**src/rtl/cftim_map.vh**
```
// constants for the control-flow and exception cycle timing model
`ifndef CFTIM_MAP_VH
`define CFTIM_MAP_VH

// ****************************************
// operation codes
// ****************************************
`define CFTIM_OP_W 5
`define CFTIM_OP_BR_TAKEN 5'h00
`define CFTIM_OP_BR_BYTE_NT 5'h01
`define CFTIM_OP_BR_WORD_NT 5'h02
`define CFTIM_OP_BR_LONG_NT 5'h03
`define CFTIM_OP_LOOP_RUN 5'h04
`define CFTIM_OP_LOOP_EXPIRED 5'h05
`define CFTIM_OP_LOOP_CC_TRUE 5'h06
`define CFTIM_OP_SWAP_OK 5'h07
`define CFTIM_OP_SWAP_FAIL 5'h08
`define CFTIM_OP_SWAP_DUAL_OK 5'h09
`define CFTIM_OP_SWAP_DUAL_FAIL 5'h0A
`define CFTIM_OP_REG_BOUNDS_EXC 5'h0B
`define CFTIM_OP_MEM_BOUNDS_EXC 5'h0C
`define CFTIM_OP_UNCOND_JUMP 5'h0D
`define CFTIM_OP_JUMP_SUB 5'h0E
`define CFTIM_OP_SW_TRAP 5'h0F
`define CFTIM_OP_ILLEGAL 5'h10
`define CFTIM_OP_LINE_A 5'h11
`define CFTIM_OP_LINE_F 5'h12
`define CFTIM_OP_PRIV_VIOL 5'h13
`define CFTIM_OP_INT_ISTACK 5'h14
`define CFTIM_OP_INT_MSTACK 5'h15
`define CFTIM_OP_FAULT_SHORT 5'h16
`define CFTIM_OP_FAULT_LONG 5'h17
`define CFTIM_OP_RET_FOUR 5'h18
`define CFTIM_OP_RET_SIX 5'h19
`define CFTIM_OP_RET_THROW 5'h1A
`define CFTIM_OP_RET_COPROC 5'h1B
`define CFTIM_OP_RET_LONG 5'h1C

// ****************************************
// table entry layout: valid, total, reads, prefetches, writes
// ****************************************
`define CFTIM_ENT_W 20
`define CFTIM_ENT_VALID 19
`define CFTIM_ENT_TOT_HI 18
`define CFTIM_ENT_TOT_LO 12
`define CFTIM_ENT_RD_HI 11
`define CFTIM_ENT_RD_LO 7
`define CFTIM_ENT_PF_HI 6
`define CFTIM_ENT_PF_LO 5
`define CFTIM_ENT_WR_HI 4
`define CFTIM_ENT_WR_LO 0
`define CFTIM_ENT_NONE 20'h00000

// ****************************************
// sequencer states, access kinds, bus timing
// ****************************************
`define CFTIM_ST_IDLE 2'h0
`define CFTIM_ST_LOOKUP 2'h1
`define CFTIM_ST_RUN 2'h2
`define CFTIM_KIND_NONE 2'h0
`define CFTIM_KIND_RD 2'h1
`define CFTIM_KIND_PF 2'h2
`define CFTIM_KIND_WR 2'h3
`define CFTIM_BUS_CLKS_LOG2 1
`define CFTIM_CNT_W 9
`define CFTIM_ONE 9'h001
`define CFTIM_ZERO 9'h000

`endif

```
**src/rtl/cftim_rom.v**
```verilog
// timing table: cached and uncached entries per operation, registered read
`timescale 1ns/1ps

`include "cftim_map.vh"

module cftim_rom (
    input wire clk,
    input wire rst,
    input wire [`CFTIM_OP_W-1:0] addr,
    output reg [`CFTIM_ENT_W-1:0] hit_data,
    output reg [`CFTIM_ENT_W-1:0] miss_data
);

    reg [`CFTIM_ENT_W-1:0] hit_nxt;
    reg [`CFTIM_ENT_W-1:0] miss_nxt;

    // ****************************************
    // table: {valid, total, reads, prefetches, writes}
    // ****************************************
    always @* begin
        case (addr)
            `CFTIM_OP_BR_TAKEN: begin
                hit_nxt = {1'h1, 7'h06, 5'h00, 2'h0, 5'h00};
                miss_nxt = {1'h1, 7'h08, 5'h00, 2'h2, 5'h00};
            end
            `CFTIM_OP_BR_BYTE_NT: begin
                hit_nxt = {1'h1, 7'h04, 5'h00, 2'h0, 5'h00};
                miss_nxt = {1'h1, 7'h04, 5'h00, 2'h1, 5'h00};
            end
            `CFTIM_OP_BR_WORD_NT: begin
                hit_nxt = {1'h1, 7'h06, 5'h00, 2'h0, 5'h00};
                miss_nxt = {1'h1, 7'h06, 5'h00, 2'h1, 5'h00};
            end
            `CFTIM_OP_BR_LONG_NT: begin
                hit_nxt = {1'h1, 7'h06, 5'h00, 2'h0, 5'h00};
                miss_nxt = {1'h1, 7'h08, 5'h00, 2'h2, 5'h00};
            end
            `CFTIM_OP_LOOP_RUN: begin
                hit_nxt = {1'h1, 7'h06, 5'h00, 2'h0, 5'h00};
                miss_nxt = {1'h1, 7'h08, 5'h00, 2'h2, 5'h00};
            end
            `CFTIM_OP_LOOP_EXPIRED: begin
                hit_nxt = {1'h1, 7'h0A, 5'h00, 2'h0, 5'h00};
                miss_nxt = {1'h1, 7'h0D, 5'h00, 2'h3, 5'h00};
            end
            `CFTIM_OP_LOOP_CC_TRUE: begin
                hit_nxt = {1'h1, 7'h06, 5'h00, 2'h0, 5'h00};
                miss_nxt = {1'h1, 7'h08, 5'h00, 2'h1, 5'h00};
            end
            `CFTIM_OP_SWAP_OK: begin
                hit_nxt = {1'h1, 7'h0D, 5'h01, 2'h0, 5'h01};
                miss_nxt = {1'h1, 7'h0D, 5'h01, 2'h1, 5'h01};
            end
            `CFTIM_OP_SWAP_FAIL: begin
                hit_nxt = {1'h1, 7'h0B, 5'h01, 2'h0, 5'h00};
                miss_nxt = {1'h1, 7'h0B, 5'h01, 2'h1, 5'h00};
            end
            // worst-case figures used as the exact count
            `CFTIM_OP_SWAP_DUAL_OK: begin
                hit_nxt = {1'h1, 7'h18, 5'h02, 2'h0, 5'h02};
                miss_nxt = {1'h1, 7'h1A, 5'h02, 2'h2, 5'h02};
            end
            `CFTIM_OP_SWAP_DUAL_FAIL: begin
                hit_nxt = {1'h1, 7'h18, 5'h02, 2'h0, 5'h00};
                miss_nxt = {1'h1, 7'h18, 5'h02, 2'h2, 5'h00};
            end
            `CFTIM_OP_REG_BOUNDS_EXC: begin
                hit_nxt = {1'h1, 7'h1C, 5'h01, 2'h0, 5'h04};
                miss_nxt = {1'h1, 7'h1E, 5'h01, 2'h3, 5'h04};
            end
            `CFTIM_OP_MEM_BOUNDS_EXC: begin
                hit_nxt = {1'h1, 7'h28, 5'h02, 2'h0, 5'h04};
                miss_nxt = {1'h1, 7'h2A, 5'h02, 2'h3, 5'h04};
            end
            `CFTIM_OP_UNCOND_JUMP: begin
                hit_nxt = {1'h1, 7'h04, 5'h00, 2'h0, 5'h00};
                miss_nxt = {1'h1, 7'h06, 5'h00, 2'h2, 5'h00};
            end
            `CFTIM_OP_JUMP_SUB: begin
                hit_nxt = {1'h1, 7'h04, 5'h00, 2'h0, 5'h01};
                miss_nxt = {1'h1, 7'h07, 5'h00, 2'h2, 5'h01};
            end
            `CFTIM_OP_SW_TRAP, `CFTIM_OP_ILLEGAL, `CFTIM_OP_LINE_A, `CFTIM_OP_LINE_F,
            `CFTIM_OP_PRIV_VIOL: begin
                hit_nxt = {1'h1, 7'h12, 5'h01, 2'h0, 5'h04};
                miss_nxt = {1'h1, 7'h14, 5'h01, 2'h2, 5'h04};
            end
            `CFTIM_OP_INT_ISTACK: begin
                hit_nxt = {1'h1, 7'h17, 5'h02, 2'h0, 5'h04};
                miss_nxt = {1'h1, 7'h18, 5'h02, 2'h2, 5'h04};
            end
            `CFTIM_OP_INT_MSTACK: begin
                hit_nxt = {1'h1, 7'h21, 5'h02, 2'h0, 5'h08};
                miss_nxt = {1'h1, 7'h22, 5'h02, 2'h2, 5'h08};
            end
            `CFTIM_OP_FAULT_SHORT: begin
                hit_nxt = {1'h1, 7'h24, 5'h01, 2'h0, 5'h0A};
                miss_nxt = {1'h1, 7'h26, 5'h01, 2'h2, 5'h0A};
            end
            `CFTIM_OP_FAULT_LONG: begin
                hit_nxt = {1'h1, 7'h3E, 5'h01, 2'h0, 5'h18};
                miss_nxt = {1'h1, 7'h40, 5'h01, 2'h2, 5'h18};
            end
            `CFTIM_OP_RET_FOUR, `CFTIM_OP_RET_SIX: begin
                hit_nxt = {1'h1, 7'h12, 5'h04, 2'h0, 5'h00};
                miss_nxt = {1'h1, 7'h14, 5'h04, 2'h2, 5'h00};
            end
            `CFTIM_OP_RET_THROW: begin
                hit_nxt = {1'h1, 7'h0C, 5'h04, 2'h0, 5'h00};
                miss_nxt = {1'h1, 7'h0C, 5'h04, 2'h0, 5'h00};
            end
            `CFTIM_OP_RET_COPROC: begin
                hit_nxt = {1'h1, 7'h1A, 5'h07, 2'h0, 5'h00};
                miss_nxt = {1'h1, 7'h1A, 5'h07, 2'h2, 5'h00};
            end
            `CFTIM_OP_RET_LONG: begin
                hit_nxt = {1'h1, 7'h4C, 5'h19, 2'h0, 5'h00};
                miss_nxt = {1'h1, 7'h4C, 5'h19, 2'h2, 5'h00};
            end
            default: begin
                hit_nxt = `CFTIM_ENT_NONE;
                miss_nxt = `CFTIM_ENT_NONE;
            end
        endcase
    end

    always @(posedge clk or posedge rst) begin
        if (rst) begin
            hit_data <= `CFTIM_ENT_NONE;
            miss_data <= `CFTIM_ENT_NONE;
        end else begin
            hit_data <= hit_nxt;
            miss_data <= miss_nxt;
        end
    end

endmodule

```
**src/rtl/cftim_core.v**
```verilog
// cycle sequencer for branches, control transfers, exception entry and return
`timescale 1ns/1ps

`include "cftim_map.vh"

// Behaviour
// - every bus read, prefetch and write lasts exactly two clocks
// - bus cycles lie inside the total; none run past it
// - branch taken 6/8 clocks; not taken byte/word/long 4,6,6 cached, 4,6,8 uncached
// - loop not expired 6/8 two prefetches; condition true 6/8 one prefetch
// - loop expired 10 cached, 13 uncached with three prefetches
// - single swap 13 clocks success, 11 failure, plus address time
// - dual swap and taken bounds checks never exceed listed maximum counts
// - jump 4/6, subroutine jump 4/7 with stack write, plus address time
// - software, illegal, line and privilege traps 18/20, one read, four writes
// - interrupt 23/24 four writes, master stack 33/34 eight writes
// - short fault frame stacking 36/38 with ten writes
// - long fault frame stacking 62/64 with twenty-four writes
// - exception return four or six word frame 18/20, four reads
// - exception return throwaway 12, coprocessor 26, long fault 76
module cftim_core (
    CLK_SYS,
    RST,
    OP_START,
    OP_CODE,
    CACHE_HIT,
    EA_CLOCKS,
    BUSY,
    DONE,
    OP_ERROR,
    BUS_READ,
    BUS_PREFETCH,
    BUS_WRITE,
    BUS_LAST_CLK,
    TOTAL_CLOCKS
);
    parameter EA_W = 8;

    input wire CLK_SYS;
    input wire RST;
    input wire OP_START;
    input wire [`CFTIM_OP_W-1:0] OP_CODE;
    input wire CACHE_HIT;
    input wire [EA_W-1:0] EA_CLOCKS;
    output reg BUSY;
    output reg DONE;
    output reg OP_ERROR;
    output reg BUS_READ;
    output reg BUS_PREFETCH;
    output reg BUS_WRITE;
    output reg BUS_LAST_CLK;
    output reg [`CFTIM_CNT_W-1:0] TOTAL_CLOCKS;

    // ****************************************
    // state
    // ****************************************
    reg [1:0] state_r;
    reg [1:0] state_nxt;
    reg [`CFTIM_CNT_W-1:0] k_r;
    reg [`CFTIM_CNT_W-1:0] k_nxt;
    reg [`CFTIM_CNT_W-1:0] tot_r;
    reg [`CFTIM_CNT_W-1:0] tot_nxt;
    reg [`CFTIM_CNT_W-1:0] ea_r;
    reg [`CFTIM_CNT_W-1:0] ea_nxt;
    reg hit_r;
    reg [4:0] nr_r;
    reg [4:0] nr_nxt;
    reg [1:0] np_r;
    reg [1:0] np_nxt;
    reg [4:0] nw_r;
    reg [4:0] nw_nxt;
    reg [1:0] kind_nxt;
    reg last_nxt;
    reg done_nxt;
    reg err_nxt;
    reg [`CFTIM_ENT_W-1:0] ent;

    wire [`CFTIM_ENT_W-1:0] rom_hit;
    wire [`CFTIM_ENT_W-1:0] rom_miss;

    // keeps the opcode stable toward the table while it is read
    reg [`CFTIM_OP_W-1:0] op_r;
    // idle reads the incoming code so the entry is ready one clock after the take
    wire [`CFTIM_OP_W-1:0] rom_addr;

    assign rom_addr = (state_r == `CFTIM_ST_IDLE) ? OP_CODE : op_r;

    // ****************************************
    // timing table
    // ****************************************
    cftim_rom u_rom (
        .clk(CLK_SYS),
        .rst(RST),
        .addr(rom_addr),
        .hit_data(rom_hit),
        .miss_data(rom_miss)
    );

    // ****************************************
    // access decode
    // ****************************************
    // accesses follow the address time in the order reads, prefetches, writes
    function [1:0] access_kind;
        input [`CFTIM_CNT_W-1:0] k;
        input [`CFTIM_CNT_W-1:0] ea;
        input [4:0] nr;
        input [1:0] np;
        input [4:0] nw;
        reg [`CFTIM_CNT_W-1:0] j;
        begin
            j = (k - ea) >> `CFTIM_BUS_CLKS_LOG2;
            if (k < ea) begin
                access_kind = `CFTIM_KIND_NONE;
            end else if (j < {4'h0, nr}) begin
                access_kind = `CFTIM_KIND_RD;
            end else if (j < ({4'h0, nr} + {7'h00, np})) begin
                access_kind = `CFTIM_KIND_PF;
            end else if (j < ({4'h0, nr} + {7'h00, np} + {4'h0, nw})) begin
                access_kind = `CFTIM_KIND_WR;
            end else begin
                access_kind = `CFTIM_KIND_NONE;
            end
        end
    endfunction

    // ****************************************
    // next state
    // ****************************************
    always @* begin
        state_nxt = state_r;
        k_nxt = k_r;
        tot_nxt = tot_r;
        ea_nxt = ea_r;
        nr_nxt = nr_r;
        np_nxt = np_r;
        nw_nxt = nw_r;
        done_nxt = 1'b0;
        err_nxt = 1'b0;
        ent = hit_r ? rom_hit : rom_miss;
        case (state_r)
            `CFTIM_ST_IDLE: begin
                // a start while busy is ignored
                if (OP_START) begin
                    state_nxt = `CFTIM_ST_LOOKUP;
                    ea_nxt = {{(`CFTIM_CNT_W - EA_W){1'b0}}, EA_CLOCKS};
                end
            end
            `CFTIM_ST_LOOKUP: begin
                if (!ent[`CFTIM_ENT_VALID]) begin
                    state_nxt = `CFTIM_ST_IDLE;
                    err_nxt = 1'b1;
                    done_nxt = 1'b1;
                    tot_nxt = `CFTIM_ZERO;
                end else begin
                    state_nxt = `CFTIM_ST_RUN;
                    k_nxt = `CFTIM_ZERO;
                    // address time added on top of the table total
                    tot_nxt = ea_r + {2'h0, ent[`CFTIM_ENT_TOT_HI:`CFTIM_ENT_TOT_LO]};
                    nr_nxt = ent[`CFTIM_ENT_RD_HI:`CFTIM_ENT_RD_LO];
                    np_nxt = ent[`CFTIM_ENT_PF_HI:`CFTIM_ENT_PF_LO];
                    nw_nxt = ent[`CFTIM_ENT_WR_HI:`CFTIM_ENT_WR_LO];
                end
            end
            `CFTIM_ST_RUN: begin
                // ends on the total, bus cycles already inside it
                if (k_r == tot_r - `CFTIM_ONE) begin
                    state_nxt = `CFTIM_ST_IDLE;
                    done_nxt = 1'b1;
                end else begin
                    k_nxt = k_r + `CFTIM_ONE;
                end
            end
            default: begin
                state_nxt = `CFTIM_ST_IDLE;
            end
        endcase
        // two clocks per access, bit 0 of the offset marks the second
        if (state_nxt == `CFTIM_ST_RUN) begin
            kind_nxt = access_kind(k_nxt, ea_nxt, nr_nxt, np_nxt, nw_nxt);
        end else begin
            kind_nxt = `CFTIM_KIND_NONE;
        end
        last_nxt = (kind_nxt != `CFTIM_KIND_NONE) && ((k_nxt - ea_nxt) & `CFTIM_ONE) == `CFTIM_ONE;
    end

    // ****************************************
    // registers and outputs
    // ****************************************
    always @(posedge CLK_SYS or posedge RST) begin
        if (RST) begin
            state_r <= `CFTIM_ST_IDLE;
            k_r <= `CFTIM_ZERO;
            tot_r <= `CFTIM_ZERO;
            ea_r <= `CFTIM_ZERO;
            nr_r <= 5'h00;
            np_r <= 2'h0;
            nw_r <= 5'h00;
            hit_r <= 1'b0;
            op_r <= `CFTIM_OP_BR_TAKEN;
            BUSY <= 1'b0;
            DONE <= 1'b0;
            OP_ERROR <= 1'b0;
            BUS_READ <= 1'b0;
            BUS_PREFETCH <= 1'b0;
            BUS_WRITE <= 1'b0;
            BUS_LAST_CLK <= 1'b0;
            TOTAL_CLOCKS <= `CFTIM_ZERO;
        end else begin
            state_r <= state_nxt;
            k_r <= k_nxt;
            tot_r <= tot_nxt;
            ea_r <= ea_nxt;
            nr_r <= nr_nxt;
            np_r <= np_nxt;
            nw_r <= nw_nxt;
            if (state_r == `CFTIM_ST_IDLE && OP_START) begin
                hit_r <= CACHE_HIT;
                op_r <= OP_CODE;
            end
            BUSY <= (state_nxt != `CFTIM_ST_IDLE);
            DONE <= done_nxt;
            OP_ERROR <= err_nxt;
            BUS_READ <= (kind_nxt == `CFTIM_KIND_RD);
            BUS_PREFETCH <= (kind_nxt == `CFTIM_KIND_PF);
            BUS_WRITE <= (kind_nxt == `CFTIM_KIND_WR);
            BUS_LAST_CLK <= last_nxt;
            // result holds until the next operation completes
            if (done_nxt) begin
                TOTAL_CLOCKS <= tot_nxt;
            end
        end
    end

endmodule

```
**config.mk**
```make
export PLATFORM = sky130hd
export DESIGN_NAME = cftim_core
export DESIGN_NICKNAME = d
export VERILOG_FILES = /design/src/rtl/cftim_rom.v /design/src/rtl/cftim_core.v
export VERILOG_INCLUDE_DIRS = /design/src /design/src/rtl
export SDC_FILE = /design/constraint.sdc
export NUM_CORES = 1
export LEC_CHECK = 0
export ABC_AREA = 1
export BUFFER_PORTS_ARGS = -buffer_cell sky130_fd_sc_hd__clkbuf_2
export CORE_ASPECT_RATIO = 1.1
export CORE_MARGIN = 10
export CORE_UTILIZATION = 39
export CTS_BUF_LIST = sky130_fd_sc_hd__clkbuf_4
export CTS_CLUSTER_SIZE = 10
export DETAILED_ROUTE_END_ITERATION = 10
export GPL_TIMING_DRIVEN = 0
export PLACE_DENSITY = 0.63
export SKIP_CTS_REPAIR_TIMING = 1
export SLEW_MARGIN = 25
export SYNTH_ARGS = -nofsm -noshare
export SYNTH_HDL_FRONTEND = slang
export SYNTH_SLANG_ARGS = --single-unit
```
**constraint.sdc**
```tcl
create_clock -name CLK_SYS -period 5.2 [get_ports CLK_SYS]
set_input_delay 0.26 -clock CLK_SYS [delete_from_list [all_inputs] [get_ports CLK_SYS]]
set_output_delay 0.26 -clock CLK_SYS [all_outputs]
set_load 0.01 [all_outputs]
```
==> metrics.yaml <==
worst_setup_path:
  crit_path_max_fanout: 10
  worst_ep_required_time_ns: 5.59
  cp_data_arrival_time_ns: 5.03
  worst-setup-path-type: "flip-flop to flip-flop"
  crit_path_end_kind: "flip-flop"
  crit_path_start_kind: "flip-flop"
final_layout:
  fillers: 1476
  synthToLayoutAreaGrowth_pct: 10.2
  drive_above_1_share_pct: 10.5
  final_nets: 861
  n_antenna_cell: 0
drt:
  first_pass_iters: 4
  drt_iter0_drc: 301
  ant_nets: 0
  drt-total-wl_um: 13200
  vias: 4759
  vias_per_cell: 4.81
  drcViolationCount: 0
  post_drt_wl_per_cell_um: 13.3
sta:
  period_share_pct: 89.3
  holdWs_ns: 0.0628
  rsz0062_at_grt: "false"
  period_needed_ns: 4.65
  setup_viol: 0
  fin_setup_tns_ns: 0
  slew_headroom_pct: 54.9
  clock_skew_ns: 0.0273
  final-hold-violation-count: 0
  worst_pin_slew_ns: 0.671
  max_freq_mhz: 215
  slew_violations: 0
clock_network:
  cts.sinks: 88
  path_clk_slew_ns: 0.15
  cts-root-buf: "clkbuf_4"
  cts_tree: "built"
  cts_buffers: 9
  cts_max_level: 3
  clkLatencyLatePin_ns: 0.46
  clockBufferDepth: 2
floorplan:
  initial_core_util_pct: 39.6
  die-area_mm2: 0.0198
  coreArea_mm2: 0.0143
  io_pins: 33
  rows: 46
  die_w_um: 135
  dieHeight_um: 146
power:
  p_leak_uw: 0.00339
  finalPower_uw: 3920
  p_per_area_mw_per_mm2: 627
  ir_drop_mv: 0.280
yosys:
  synth_top_family_by_area: "simple AND/OR/NAND/NOR gates"
  synth_fa_ha_area_share_pct: 12.0
  synthesis.nets: 816
  ys_async_sr_fraction_pct: 100
  synth-seq-area-share_pct: 38.8
  synthMuxAreaShare_pct: 0
  synth_edf_count: 0
  synth-warning-count: 0
  synth_compound_area_share_pct: 10.9
  ys_seq_elements: 88
  synth.distinct_cells: 40
  yosys.area_share.simple_pct: 26.2
  syn_inst: 747
  synthFlopType: "dfrtp_1"
  syn_area_per_cell_um2: 7.59
  synth_xor_xnor_area_share_pct: 3.55
  netlist_area_mm2: 0.00567
global_route:
  overflow: 0
  grt_max_degree: 69
  track_usage_pct: 14.1
  antenna_found_initial: 0
  grt_pass1_vias: 4787
  grt_pass1_wl_um: 22700
placed_design:
  io_buffers: 32
  gp_congestion: 0.898
  hpwl_um: 10700
min_path:
  hold_path_class: "input pin to flip-flop"
outcome:
  outcome: "finished, final reports clean"
flow_run:
  drv_cap: 0
==> synthesized netlist by cell type (5+ instances only) <==
master      n  area (µm²)
inv_2       5        18.8
ha_1       48         601
o22ai_1     6        37.5
nor2_1     64         240
nand3b_1    5        37.5
nand3_1    30         150
clkbuf_1    9        33.8
nand2_2    10        62.6
a31oi_1     6        37.5
a21oi_1    26         130
dfrtp_1    88        2200
xor2_1     16         140
nand2_1   215         807
inv_1     106         398
nor3_1      9        45.0
xnor2_1     7        61.3
o211ai_1    8        60.1
o21ai_0    41         205
or2_2       8        50.1
==> final timing paths <==
check | start | end | slack, ns | cells after the start
worst max-delay path | state_r[1] | BUS_LAST_CLK | 0.55 | 25
worst min-delay path | EA_CLOCKS[0] | ea_r[0] | 0.06 | 3
worst max register to register | state_r[1] | BUS_LAST_CLK | 0.55 | 25
worst min register to register | TOTAL_CLOCKS[4] | TOTAL_CLOCKS[4] | 0.49 | 2
max in group asynchronous | RST | nw_r[3] | 4.31 | 4
min in group asynchronous | RST | ea_r[1] | 0.29 | 3
==> power by group <==
group | switching [µW] | total [µW] | internal [µW]
sequential | 118 | 1050 | 929
combinational | 1600 | 2490 | 889
clock | 226 | 379 | 153
total | 1950 | 3920 | 1970
==> metal layers <==
metal	track usage (%)	vias up	wire length (µm)
li1	-	2470	-
met3	3.19	13	516
met5	0	-	0
met2	24.7	67	6810
met1	16.4	2209	5690
met4	4.85	0	168
==> kinds of logic (layout without fill, tap and decap cells) <==
logic type      after synthesis  count (layout)
compound gates              106             106
xor+xnor                     23              23
fa+ha+maj                    52              52
buf+inv                     125             175
flops                        88              88
simple gates                353             353
==> state kept, by name, indices dropped and copies added, names as in the netlist, 2 cells and up <==
signal,flops
ea_r,9
state_r,2
u_rom.hit_data,7
tot_r,9
nr_r,5
np_r,2
u_rom.miss_data,18
op_r,5
TOTAL_CLOCKS,9
k_r,9
nw_r,5
==> final cells by class <==
type | instances | area (µm²) | area share [%]
Inverter | 112 | 425 | 6.81
Clock buffer | 11 | 82.6 | 1.32
Tap cell | 192 | 240 | 3.84
Timing Repair Buffer | 35 | 208 | 3.32
Multi-Input combinational cell | 534 | 2990 | 47.8
Sequential cell | 88 | 2200 | 35.2
Clock inverter | 5 | 47.5 | 0.761
Buffer | 12 | 60.1 | 0.961
==> critical path, stage by stage (launching register included) <==
cell and delay, ns:
dfrtp_1 0.44, inv_1 0.10, ha_1 0.21, nand2_2 0.18
clkbuf_2 0.26, o21ai_0 0.37, inv_1 0.15, fa_1 0.46
xor2_1 0.23, inv_1 0.06, ha_1 0.33, a21oi_1 0.14
nand2_1 0.09, a21o_1 0.17, a21oi_1 0.15, xor2_1 0.16
ha_1 0.25, a21oi_1 0.14, o211ai_1 0.11, a21oi_1 0.13
nand2_1 0.08, nand2_2 0.07, nand2_2 0.06, a21oi_1 0.12
nand2_1 0.06, inv_1 0.04
==> per-stage QoR <==
| step | utilization (%) | setup slack [ns] | instance area, µm² | std cells |
|---|---|---|---|---|
| global route | 43.6 | 0.0818 | 6250 | 989 |
| detailed placement | 42.6 | 0.363 | 6100 | 972 |
| global placement | 42.4 | 0.402 | 6070 | 971 |
| floorplan | - | 1.15 | 5670 | 747 |
| CTS | 43.5 | 0.299 | 6230 | 988 |
| finish | 43.6 | 0.555 | 6250 | 989 |
==> placed cells by master (no fill, tap or decap), types with 2 or more instances in the layout <==
master,n
nor3_1,9
clkinv_1,3
o31ai_1,2
a21oi_1,26
a31oi_1,6
dfrtp_1,88
nand4_1,3
o22ai_1,6
or2_2,8
nor2_2,2
nand2_1,215
o211ai_1,8
nand3_2,2
nand3b_1,5
buf_2,2
xor2_1,16
inv_1,105
o311ai_0,3
ha_1,48
fa_1,4
dlygate4sd3_1,2
clkbuf_1,7
nand3_1,30
nand2_4,2
xnor2_1,7
o21ai_0,41
clkbuf_2,33
o21ai_1,4
a21o_1,4
nand2_2,10
inv_2,5
nor3b_1,2
nor2_1,64
clkinv_2,2
clkbuf_4,11
Note: power is estimated with default switching activity, not from simulation.
